--- config.mk ---
export PLATFORM = sky130hd
export DESIGN_NAME = ca_counter_array
export DESIGN_NICKNAME = d
export VERILOG_FILES = /design/src/hw/ca_pkg.sv /design/src/hw/ca_counter_array.sv
export SDC_FILE = /design/constraint.sdc
export NUM_CORES = 1
export LEC_CHECK = 0
export ABC_CLOCK_PERIOD_IN_PS = 9430
export BUFFER_PORTS_ARGS = -buffer_cell sky130_fd_sc_hd__buf_4
export CORE_UTILIZATION = 27
export CTS_BUF_LIST = sky130_fd_sc_hd__clkbuf_8
export DETAILED_ROUTE_END_ITERATION = 10
export HOLD_SLACK_MARGIN = 0.12
export RECOVER_POWER = 100
export SYNTH_ARGS = -nofsm -noshare
export SYNTH_HDL_FRONTEND = slang
export SYNTH_SLANG_ARGS = --single-unit
--- constraint.sdc ---
create_clock -name sys_clk -period 9.43 [get_ports sys_clk]
set_input_delay 1.4145 -clock sys_clk [delete_from_list [all_inputs] [get_ports sys_clk]]
set_output_delay 1.4145 -clock sys_clk [all_outputs]
set_load 0.02 [all_outputs]
--- src/hw/ca_pkg.sv ---
// Shared constants and types for the counter array capture/compare block.
package ca_pkg;

    // Special function register addresses.
    localparam logic [7:0] CA_RUN_FLAGS_ADDR = 8'hd8;
    localparam logic [7:0] CA_MODE_CTRL_ADDR = 8'hd9;
    localparam logic [7:0] CA_MODULE_MODE_BASE = 8'hda;
    localparam logic [7:0] CA_CNT_LO_ADDR = 8'he9;
    localparam logic [7:0] CA_CNT_HI_ADDR = 8'hf9;
    localparam logic [7:0] CA_CMP_LO_BASE = 8'hea;
    localparam logic [7:0] CA_CMP_HI_BASE = 8'hfa;

    // Field positions in the counter mode control register.
    localparam int CA_IDLE_STOP_POS = 7;
    localparam int CA_WDOG_EN_POS = 6;
    localparam int CA_SRC_HI_POS = 2;
    localparam int CA_SRC_LO_POS = 1;
    localparam int CA_OVF_IRQ_EN_POS = 0;

    // Field positions in the counter run and flags register.
    localparam int CA_OVF_FLAG_POS = 7;
    localparam int CA_RUN_POS = 6;

    // Writable bits and reset values.
    localparam logic [7:0] CA_MODE_CTRL_MASK = 8'hc7;
    localparam logic [7:0] CA_MODE_RESET = 8'h00;
    localparam logic [7:0] CA_MODULE_MODE_MASK = 8'h7f;
    localparam logic [7:0] CA_BYTE_RESET = 8'h00;
    localparam logic CA_PIN_RESET = 1'b1;

    // Count source encodings.
    localparam logic [1:0] CA_SRC_OSC_SLOW = 2'h0;
    localparam logic [1:0] CA_SRC_OSC_FAST = 2'h1;
    localparam logic [1:0] CA_SRC_T0_OVF = 2'h2;
    localparam logic [1:0] CA_SRC_EXT_PIN = 2'h3;

    // Oscillator divide ratios for each oscillator source and core timing mode.
    localparam logic [3:0] CA_DIV_SLOW_12T = 4'hc;
    localparam logic [3:0] CA_DIV_SLOW_6T = 4'h6;
    localparam logic [3:0] CA_DIV_FAST_12T = 4'h4;
    localparam logic [3:0] CA_DIV_FAST_6T = 4'h2;

    localparam logic [15:0] CA_CNT_MAX = 16'hffff;
    localparam logic [7:0] CA_LO_ZERO = 8'h00;

    typedef struct packed {
        logic rsvd;
        logic cmp_en;
        logic rise_cap;
        logic fall_cap;
        logic match;
        logic toggle;
        logic pwm;
        logic irq_en;
    } ca_mode_t;

    typedef struct packed {
        logic [7:0] addr;
        logic wr;
        logic [7:0] wdata;
    } ca_sfr_req_t;

endpackage : ca_pkg

--- src/hw/ca_counter_array.sv ---
// Counter array time base with capture/compare, PWM and watchdog modules.
`timescale 1ns/1ps

module ca_counter_array #(
    parameter int NUM_MOD = 5,
    parameter int WDOG_MOD = 4
) (
    input wire logic sys_clk,
    input wire logic srst,
    input wire ca_pkg::ca_sfr_req_t sfr_req,
    output logic [7:0] sfr_rdata,
    output logic sfr_hit,
    input wire logic cpu_idle,
    input wire logic clock_6t,
    input wire logic t0_overflow,
    input wire logic ext_count_input,
    input wire logic [NUM_MOD-1:0] module_pin_in,
    output logic [NUM_MOD-1:0] module_pin,
    output logic irq_req,
    output logic wdog_reset
);

    generate
        if (NUM_MOD < 1 || NUM_MOD > 5 || WDOG_MOD >= NUM_MOD) begin : g_bad
            $error("ca_counter_array: module count out of range");
        end
    endgenerate

    // True when addr falls in a per-module register group starting at base.
    function automatic logic in_group(input logic [7:0] addr,
                                      input logic [7:0] base);
        in_group = (addr >= base) && (addr - base < 8'(NUM_MOD));
    endfunction : in_group

    localparam int IW = (NUM_MOD > 1) ? $clog2(NUM_MOD) : 1;

    // Control registers.
    logic [7:0] mode_ctrl;
    logic run_bit;
    logic ovf_flag;
    logic [NUM_MOD-1:0] mod_flag;
    logic [15:0] count;
    ca_pkg::ca_mode_t mod_mode [NUM_MOD];
    logic [7:0] cmp_lo [NUM_MOD];
    logic [7:0] cmp_hi [NUM_MOD];

    // Synchronisers and edge history for pins.
    logic [NUM_MOD-1:0] pin_sync1;
    logic [NUM_MOD-1:0] pin_sync2;
    logic [NUM_MOD-1:0] pin_prev;
    logic ext_sync1;
    logic ext_sync2;
    logic ext_prev;

    logic [3:0] div_cnt;
    logic adv_q;

    // Register bus decode.
    wire wr = sfr_req.wr;
    wire [7:0] wdata = sfr_req.wdata;
    wire [7:0] addr = sfr_req.addr;
    wire hit_flags = addr == ca_pkg::CA_RUN_FLAGS_ADDR;
    wire hit_ctrl = addr == ca_pkg::CA_MODE_CTRL_ADDR;
    wire hit_cnt_lo = addr == ca_pkg::CA_CNT_LO_ADDR;
    wire hit_cnt_hi = addr == ca_pkg::CA_CNT_HI_ADDR;
    wire hit_mode = in_group(addr, ca_pkg::CA_MODULE_MODE_BASE);
    wire hit_clo = in_group(addr, ca_pkg::CA_CMP_LO_BASE);
    wire hit_chi = in_group(addr, ca_pkg::CA_CMP_HI_BASE);
    wire [7:0] idx_mode = addr - ca_pkg::CA_MODULE_MODE_BASE;
    wire [7:0] idx_clo = addr - ca_pkg::CA_CMP_LO_BASE;
    wire [7:0] idx_chi = addr - ca_pkg::CA_CMP_HI_BASE;

    // Counter mode control fields.
    wire idle_stop_bit = mode_ctrl[ca_pkg::CA_IDLE_STOP_POS];
    wire wdog_enable_bit = mode_ctrl[ca_pkg::CA_WDOG_EN_POS];
    wire count_source_sel_hi = mode_ctrl[ca_pkg::CA_SRC_HI_POS];
    wire count_source_sel_lo = mode_ctrl[ca_pkg::CA_SRC_LO_POS];
    wire overflow_irq_enable = mode_ctrl[ca_pkg::CA_OVF_IRQ_EN_POS];
    wire [1:0] src_sel = {count_source_sel_hi, count_source_sel_lo};

    // Count source selection; the oscillator is the core clock.
    wire [3:0] div_slow = clock_6t ? ca_pkg::CA_DIV_SLOW_6T
                                   : ca_pkg::CA_DIV_SLOW_12T;
    wire [3:0] div_fast = clock_6t ? ca_pkg::CA_DIV_FAST_6T
                                   : ca_pkg::CA_DIV_FAST_12T;
    wire [3:0] div_lim = (src_sel == ca_pkg::CA_SRC_OSC_SLOW) ? div_slow
                                                              : div_fast;
    wire div_tick = div_cnt >= div_lim - 4'h1;
    wire ext_fall = ext_prev & ~ext_sync2;
    wire src_tick = (src_sel == ca_pkg::CA_SRC_OSC_SLOW) ? div_tick :
                    (src_sel == ca_pkg::CA_SRC_OSC_FAST) ? div_tick :
                    (src_sel == ca_pkg::CA_SRC_T0_OVF) ? t0_overflow :
                    ext_fall;

    // The counter halts when stopped or when idle with the idle-stop bit.
    wire run_go = run_bit & ~(idle_stop_bit & cpu_idle);
    wire adv = run_go & src_tick;
    wire ovf_set = adv & (count == ca_pkg::CA_CNT_MAX);

    logic [15:0] next_count;
    always_comb begin
        next_count = count;
        if (adv) begin
            next_count = count + 16'h0001;
        end
        if (wr && hit_cnt_lo) begin
            next_count[7:0] = wdata;
        end
        if (wr && hit_cnt_hi) begin
            next_count[15:8] = wdata;
        end
    end

    // Per-module logic.
    logic [NUM_MOD-1:0] match_evt;
    logic [NUM_MOD-1:0] cap_evt;
    logic [NUM_MOD-1:0] next_pin;
    logic [NUM_MOD-1:0] next_flag;
    logic [NUM_MOD-1:0] mod_irq;
    ca_pkg::ca_mode_t next_mode [NUM_MOD];
    logic [7:0] next_lo [NUM_MOD];
    logic [7:0] next_hi [NUM_MOD];

    // Compare and the PWM reload act on the counter value one cycle after it advances.
    wire lo_wrapped = adv_q & (count[7:0] == ca_pkg::CA_LO_ZERO);

    genvar gi;
    generate
        for (gi = 0; gi < NUM_MOD; gi++) begin : g_mod
            ca_pkg::ca_mode_t m;
            wire pin_rise;
            wire pin_fall;
            wire pwm_mode;
            wire cmp_mode;
            wire sel_mode;
            wire sel_lo;
            wire sel_hi;
            assign m = mod_mode[gi];
            assign pin_rise = ~pin_prev[gi] & pin_sync2[gi];
            assign pin_fall = pin_prev[gi] & ~pin_sync2[gi];
            assign pwm_mode = m.pwm & m.cmp_en;
            assign cmp_mode = m.cmp_en & m.match & ~m.pwm;
            assign sel_mode = wr & hit_mode & (idx_mode == 8'(gi));
            assign sel_lo = wr & hit_clo & (idx_clo == 8'(gi));
            assign sel_hi = wr & hit_chi & (idx_chi == 8'(gi));

            assign cap_evt[gi] = (m.rise_cap & pin_rise) |
                                 (m.fall_cap & pin_fall);
            assign match_evt[gi] = adv_q & cmp_mode &
                                   (count == {cmp_hi[gi], cmp_lo[gi]});

            // Capture wins over a software write to the same byte.
            assign next_lo[gi] = cap_evt[gi] ? count[7:0] :
                                 sel_lo ? wdata :
                                 (pwm_mode & lo_wrapped) ? cmp_hi[gi] :
                                 cmp_lo[gi];
            assign next_hi[gi] = cap_evt[gi] ? count[15:8] :
                                 sel_hi ? wdata : cmp_hi[gi];
            assign next_mode[gi] = sel_mode
                ? ca_pkg::ca_mode_t'(wdata & ca_pkg::CA_MODULE_MODE_MASK)
                : m;

            // A hardware event in the clearing cycle keeps the flag set.
            assign next_flag[gi] = match_evt[gi] | cap_evt[gi] |
                (wr && hit_flags ? wdata[gi] : mod_flag[gi]);
            assign mod_irq[gi] = mod_flag[gi] & m.irq_en;

            assign next_pin[gi] =
                pwm_mode ? (count[7:0] >= cmp_lo[gi]) :
                (match_evt[gi] & m.toggle) ? ~module_pin[gi] :
                module_pin[gi];
        end
    endgenerate

    // Watchdog reset is internal only; no external pin is driven.
    wire wdog_active = wdog_enable_bit & mod_mode[WDOG_MOD].cmp_en &
                       mod_mode[WDOG_MOD].match;
    wire next_wdog = wdog_active & match_evt[WDOG_MOD];

    // Software may set or clear the overflow flag; rollover sets it.
    wire next_ovf = ovf_set |
        (wr && hit_flags ? wdata[ca_pkg::CA_OVF_FLAG_POS] : ovf_flag);

    always_ff @(posedge sys_clk) begin
        if (srst) begin
            // Module pins idle high, so their history starts high and no rising
            // edge is seen right after reset; the count pin history starts low.
            pin_sync1 <= {NUM_MOD{ca_pkg::CA_PIN_RESET}};
            pin_sync2 <= {NUM_MOD{ca_pkg::CA_PIN_RESET}};
            pin_prev <= {NUM_MOD{ca_pkg::CA_PIN_RESET}};
            ext_sync1 <= 1'b0;
            ext_sync2 <= 1'b0;
            ext_prev <= 1'b0;
        end else begin
            pin_sync1 <= module_pin_in;
            pin_sync2 <= pin_sync1;
            pin_prev <= pin_sync2;
            ext_sync1 <= ext_count_input;
            ext_sync2 <= ext_sync1;
            ext_prev <= ext_sync2;
        end
    end

    always_ff @(posedge sys_clk) begin
        if (srst) begin
            div_cnt <= 4'h0;
        end else if (!run_go || div_tick) begin
            div_cnt <= 4'h0;
        end else begin
            div_cnt <= div_cnt + 4'h1;
        end
    end

    always_ff @(posedge sys_clk) begin
        if (srst) begin
            mode_ctrl <= ca_pkg::CA_MODE_RESET;
            run_bit <= 1'b0;
            ovf_flag <= 1'b0;
            count <= 16'h0000;
            adv_q <= 1'b0;
            wdog_reset <= 1'b0;
        end else begin
            if (wr && hit_ctrl) begin
                mode_ctrl <= wdata & ca_pkg::CA_MODE_CTRL_MASK;
            end
            if (wr && hit_flags) begin
                run_bit <= wdata[ca_pkg::CA_RUN_POS];
            end
            ovf_flag <= next_ovf;
            count <= next_count;
            adv_q <= adv;
            wdog_reset <= next_wdog;
        end
    end

    always_ff @(posedge sys_clk) begin
        if (srst) begin
            mod_flag <= '0;
            module_pin <= {NUM_MOD{ca_pkg::CA_PIN_RESET}};
            for (int i = 0; i < NUM_MOD; i++) begin
                mod_mode[i] <= ca_pkg::ca_mode_t'(ca_pkg::CA_BYTE_RESET);
                cmp_lo[i] <= ca_pkg::CA_BYTE_RESET;
                cmp_hi[i] <= ca_pkg::CA_BYTE_RESET;
            end
        end else begin
            mod_flag <= next_flag;
            module_pin <= next_pin;
            for (int i = 0; i < NUM_MOD; i++) begin
                mod_mode[i] <= next_mode[i];
                cmp_lo[i] <= next_lo[i];
                cmp_hi[i] <= next_hi[i];
            end
        end
    end

    assign irq_req = (ovf_flag & overflow_irq_enable) | (|mod_irq);

    // Read data is combinational from registers, valid in the access cycle.
    logic [7:0] flags_rd;
    always_comb begin
        flags_rd = 8'h00;
        flags_rd[ca_pkg::CA_OVF_FLAG_POS] = ovf_flag;
        flags_rd[ca_pkg::CA_RUN_POS] = run_bit;
        flags_rd[NUM_MOD-1:0] = mod_flag;
    end

    wire [IW-1:0] rd_mode = idx_mode[IW-1:0];
    wire [IW-1:0] rd_lo = idx_clo[IW-1:0];
    wire [IW-1:0] rd_hi = idx_chi[IW-1:0];

    assign sfr_hit = hit_flags | hit_ctrl | hit_cnt_lo | hit_cnt_hi |
                     hit_mode | hit_clo | hit_chi;
    assign sfr_rdata = hit_flags ? flags_rd :
                       hit_ctrl ? mode_ctrl :
                       hit_cnt_lo ? count[7:0] :
                       hit_cnt_hi ? count[15:8] :
                       hit_mode ? 8'(mod_mode[rd_mode]) :
                       hit_clo ? cmp_lo[rd_lo] :
                       hit_chi ? cmp_hi[rd_hi] :
                       8'h00;

endmodule : ca_counter_array

==> flow_metrics.env <==
export IMPL_async_flop_share_pct=0
export IMPL_drv_cap=10
export IMPL_hold_class="reg -> reg"
export IMPL_path_cells="clkbuf_1, inv_1, ha_1, buf_4, o211ai_1, or2_0, o22ai_1, a211o_1, clkbuf_1"
export IMPL_worst_slack_ns=2.40
export IMPL_post_cts_resized=0
export IMPL_synth_area_um2=10900
export IMPL_drive_above_1_share_pct=10.3
export IMPL_yosysWarningCount=0
export IMPL_rows=73
export IMPL_diodes=0
export IMPL_cts_clk_slew_worst_paths_ns=0.10
export IMPL_start_util_pct=27.4
export IMPL_finalHoldViolations=0
export IMPL_drc=0
export IMPL_layout_common_cells="dfxtp_1 (172), nor2_1 (148), nand2_1 (128)"
export IMPL_leakagePower_uw=0.00448
export IMPL_drt_iter0_drc=1221
export IMPL_wl_mm=42.5
export IMPL_gp_congestion=0.988
export IMPL_powerDensity_nw_per_um2=117
export IMPL_clk_latency_ns=0.48
export IMPL_synth_enable_flop_cells=0
export IMPL_num_vias=10000
export IMPL_cts_max_level=4
export IMPL_hpwl_mm=30.2
export IMPL_cts_post_setup_buffers_inserted=0
export IMPL_cts_max_path_buffers=2
export IMPL_first_pass_iters=5
export IMPL_portBuffers=43
export IMPL_p_sw_uw=379
export IMPL_synthAdderAreaFrac_pct=5.39
export IMPL_synthSimpleGateAreaFrac_pct=19.9
export IMPL_synth_xor_area_share_pct=5.56
export IMPL_wl_per_cell_um=23.7
export IMPL_cp_end_kind="output pin"
export IMPL_antenna_found_initial=1
export IMPL_viasPerCell=5.61
export IMPL_avgSynthCellArea_um2=8.57
export IMPL_crit_type="in -> out"
export IMPL_place_ws_ns=3.87
export IMPL_die_area_um2=41200
export IMPL_rsz0062_at_grt="no"
export IMPL_power_total_uw=1370
export IMPL_cts_hold_buf=0
export IMPL_grt_pass1_wl_mm=62.4
export IMPL_setup_viol=0
export IMPL_fin_crit_sh_pct=74.6
export IMPL_final_common_cell="dfxtp_1"
export IMPL_period_minus_slack_ns=7.03
export IMPL_synth_nets=1349
export IMPL_vdd_drop_max_uv=86.8
export IMPL_chipWidth_um=203
export IMPL_slowest_stage="clkbuf_1"
export IMPL_finClkSkew_ns=0.0183
export IMPL_syn_instance_count=1274
export IMPL_io_pins=44
export IMPL_maxSlewHeadroom_pct=-79.7
export IMPL_yosysUniqueCellTypes=65
export IMPL_ant_nets=0
export IMPL_clock_sinks=172
export IMPL_slew_viol_final=229
export IMPL_synth_compound_area_share_pct=17.0
export IMPL_critPathBufInv=4
export IMPL_final_nets=1327
export IMPL_core_area_um2=39800
export IMPL_fp_dieH_um=203
export IMPL_worst_path_most_repeated_cell="clkbuf_1"
export IMPL_muxShareOfSynthArea_pct=15.1
export IMPL_comb_power_share_pct=7.4
export IMPL_yosys_register_bits=172
export IMPL_grt_max_degree=91
export IMPL_ys_flop_type="dfxtp_1"
export IMPL_cts_root_buffer="clkbuf_8"
export IMPL_arrival_ns=5.62
export IMPL_setup_tns_final_ns=0
export IMPL_pwr_share_clk_pct=39.0
export IMPL_crit_fanout=32
export IMPL_cts_tree="done"
export IMPL_violations="capacitance limit, slew limit"
export IMPL_critPathTopFamily="buffers and inverters"
export IMPL_worst_pin_slew_ns=2.70
export IMPL_status="finished, violations left"
export IMPL_grt_overflow=0
export IMPL_grtUsageTotal_pct=20.5
export IMPL_required_ns=8.02
export IMPL_syn_to_final_growth_pct=7.19
export IMPL_start_kind="input port"
export IMPL_p_int_uw=986
export IMPL_seq_power_share_pct=53.6
export IMPL_ys_seq_area_share_pct=31.5
export IMPL_fmax_mhz=142
export IMPL_switching_share_pct=27.8
export IMPL_cp_slowest_stage_delay_ns=1.61
export IMPL_synth_top_family_by_area="simple AND/OR/NAND/NOR gates"
export IMPL_numCtsBuffers=17
export IMPL_grt_pass1_vias=9323
==> state kept, by name, summed over array words and instances (netlist names) <==
register / flops
mode_ctrl: 5
pin_prev: 5
mod_mode: 35
div_cnt: 4
cmp_lo: 40
run_bit: 1
ovf_flag: 1
count: 16
module_pin: 5
ext_prev: 1
adv_q: 1
pin_sync2: 5
cmp_hi: 40
pin_sync1: 5
ext_sync1: 1
wdog_reset: 1
mod_flag: 5
ext_sync2: 1
==> synth_stat cells, types with 16 or more instances <==
cell        n  area [µm²]
o21ai_0    18        90.1
nand2b_1   17         106
nor2_1    142         533
nor2b_1    16         100
nand3_1    22         110
a311oi_1   29         254
nand2_1   128         480
mux4_2     23         518
nand4_1    28         175
a31oi_1    16         100
dfxtp_1   172        3440
o22ai_1    39         244
a21oi_1    75         375
clkbuf_1   61         229
o21ai_1    25         125
xor2_1     50         438
mux2i_1   103        1030
ha_1       47         588
inv_1      50         188
==> routing by layer <==
metal / track usage [%] / wire length (µm) / vias up
met2: 30.4 / 18200 / 534
li1: - / - / 4519
met4: 8.62 / 1610 / 0
met5: 0 / 0 / -
met3: 3.26 / 3720 / 85
met1: 29.3 / 19000 / 4905
==> metrics by stage <==
stage          hold slack, ns  instances  utilization (%)  area (µm²)
2_1_floorplan           0.389       1274                -       10900
3_3_place_gp            0.394       1758             29.1       11600
3_5_place_dp            0.396       1758             29.1       11600
4_1_cts                 0.422       1790             30.0       12000
5_1_grt                 0.445       1790             29.4       11700
6_report                0.418       1790             29.4       11700
==> final timing paths <==
kind / cells after the start / from / to / slack, ns
max: 9 / sfr_req[10] / sfr_rdata[6] / 2.40
min: 1 / pin_sync1[4] / pin_sync2[4] / 0.42
max reg2reg: 9 / count[0] / cmp_lo[1][2] / 6.27
min reg2reg: 1 / pin_sync1[4] / pin_sync2[4] / 0.42
==> power by group through the flow <==
stage	combinational [µW]	clock, µW	sequential (µW)
floorplan	71.5	0	747
global placement	104	0	749
detailed placement	105	0	749
CTS	105	538	732
global route	106	570	733
finish	101	532	732
==> cell families after synthesis <==
family                     Yosys count
xor gates and xnor gates            65
AOI/OAI and AO/OA                  273
DFF                                172
and+or+nand+nor                    435
adders and majority gates           47
buffers and inverters              147
muxes                              135
==> area by class of cell <==
| cell class | count | area, µm² |
|---|---|---|
| Sequential cell | 172 | 3440 |
| Clock buffer | 19 | 262 |
| Tap cell | 525 | 657 |
| Fill cell | 4294 | 28100 |
| Clock inverter | 13 | 118 |
| Inverter | 50 | 188 |
| Multi-Input combinational cell | 955 | 6670 |
| Timing Repair Buffer | 56 | 364 |
Power figures use the tool's default switching activity.
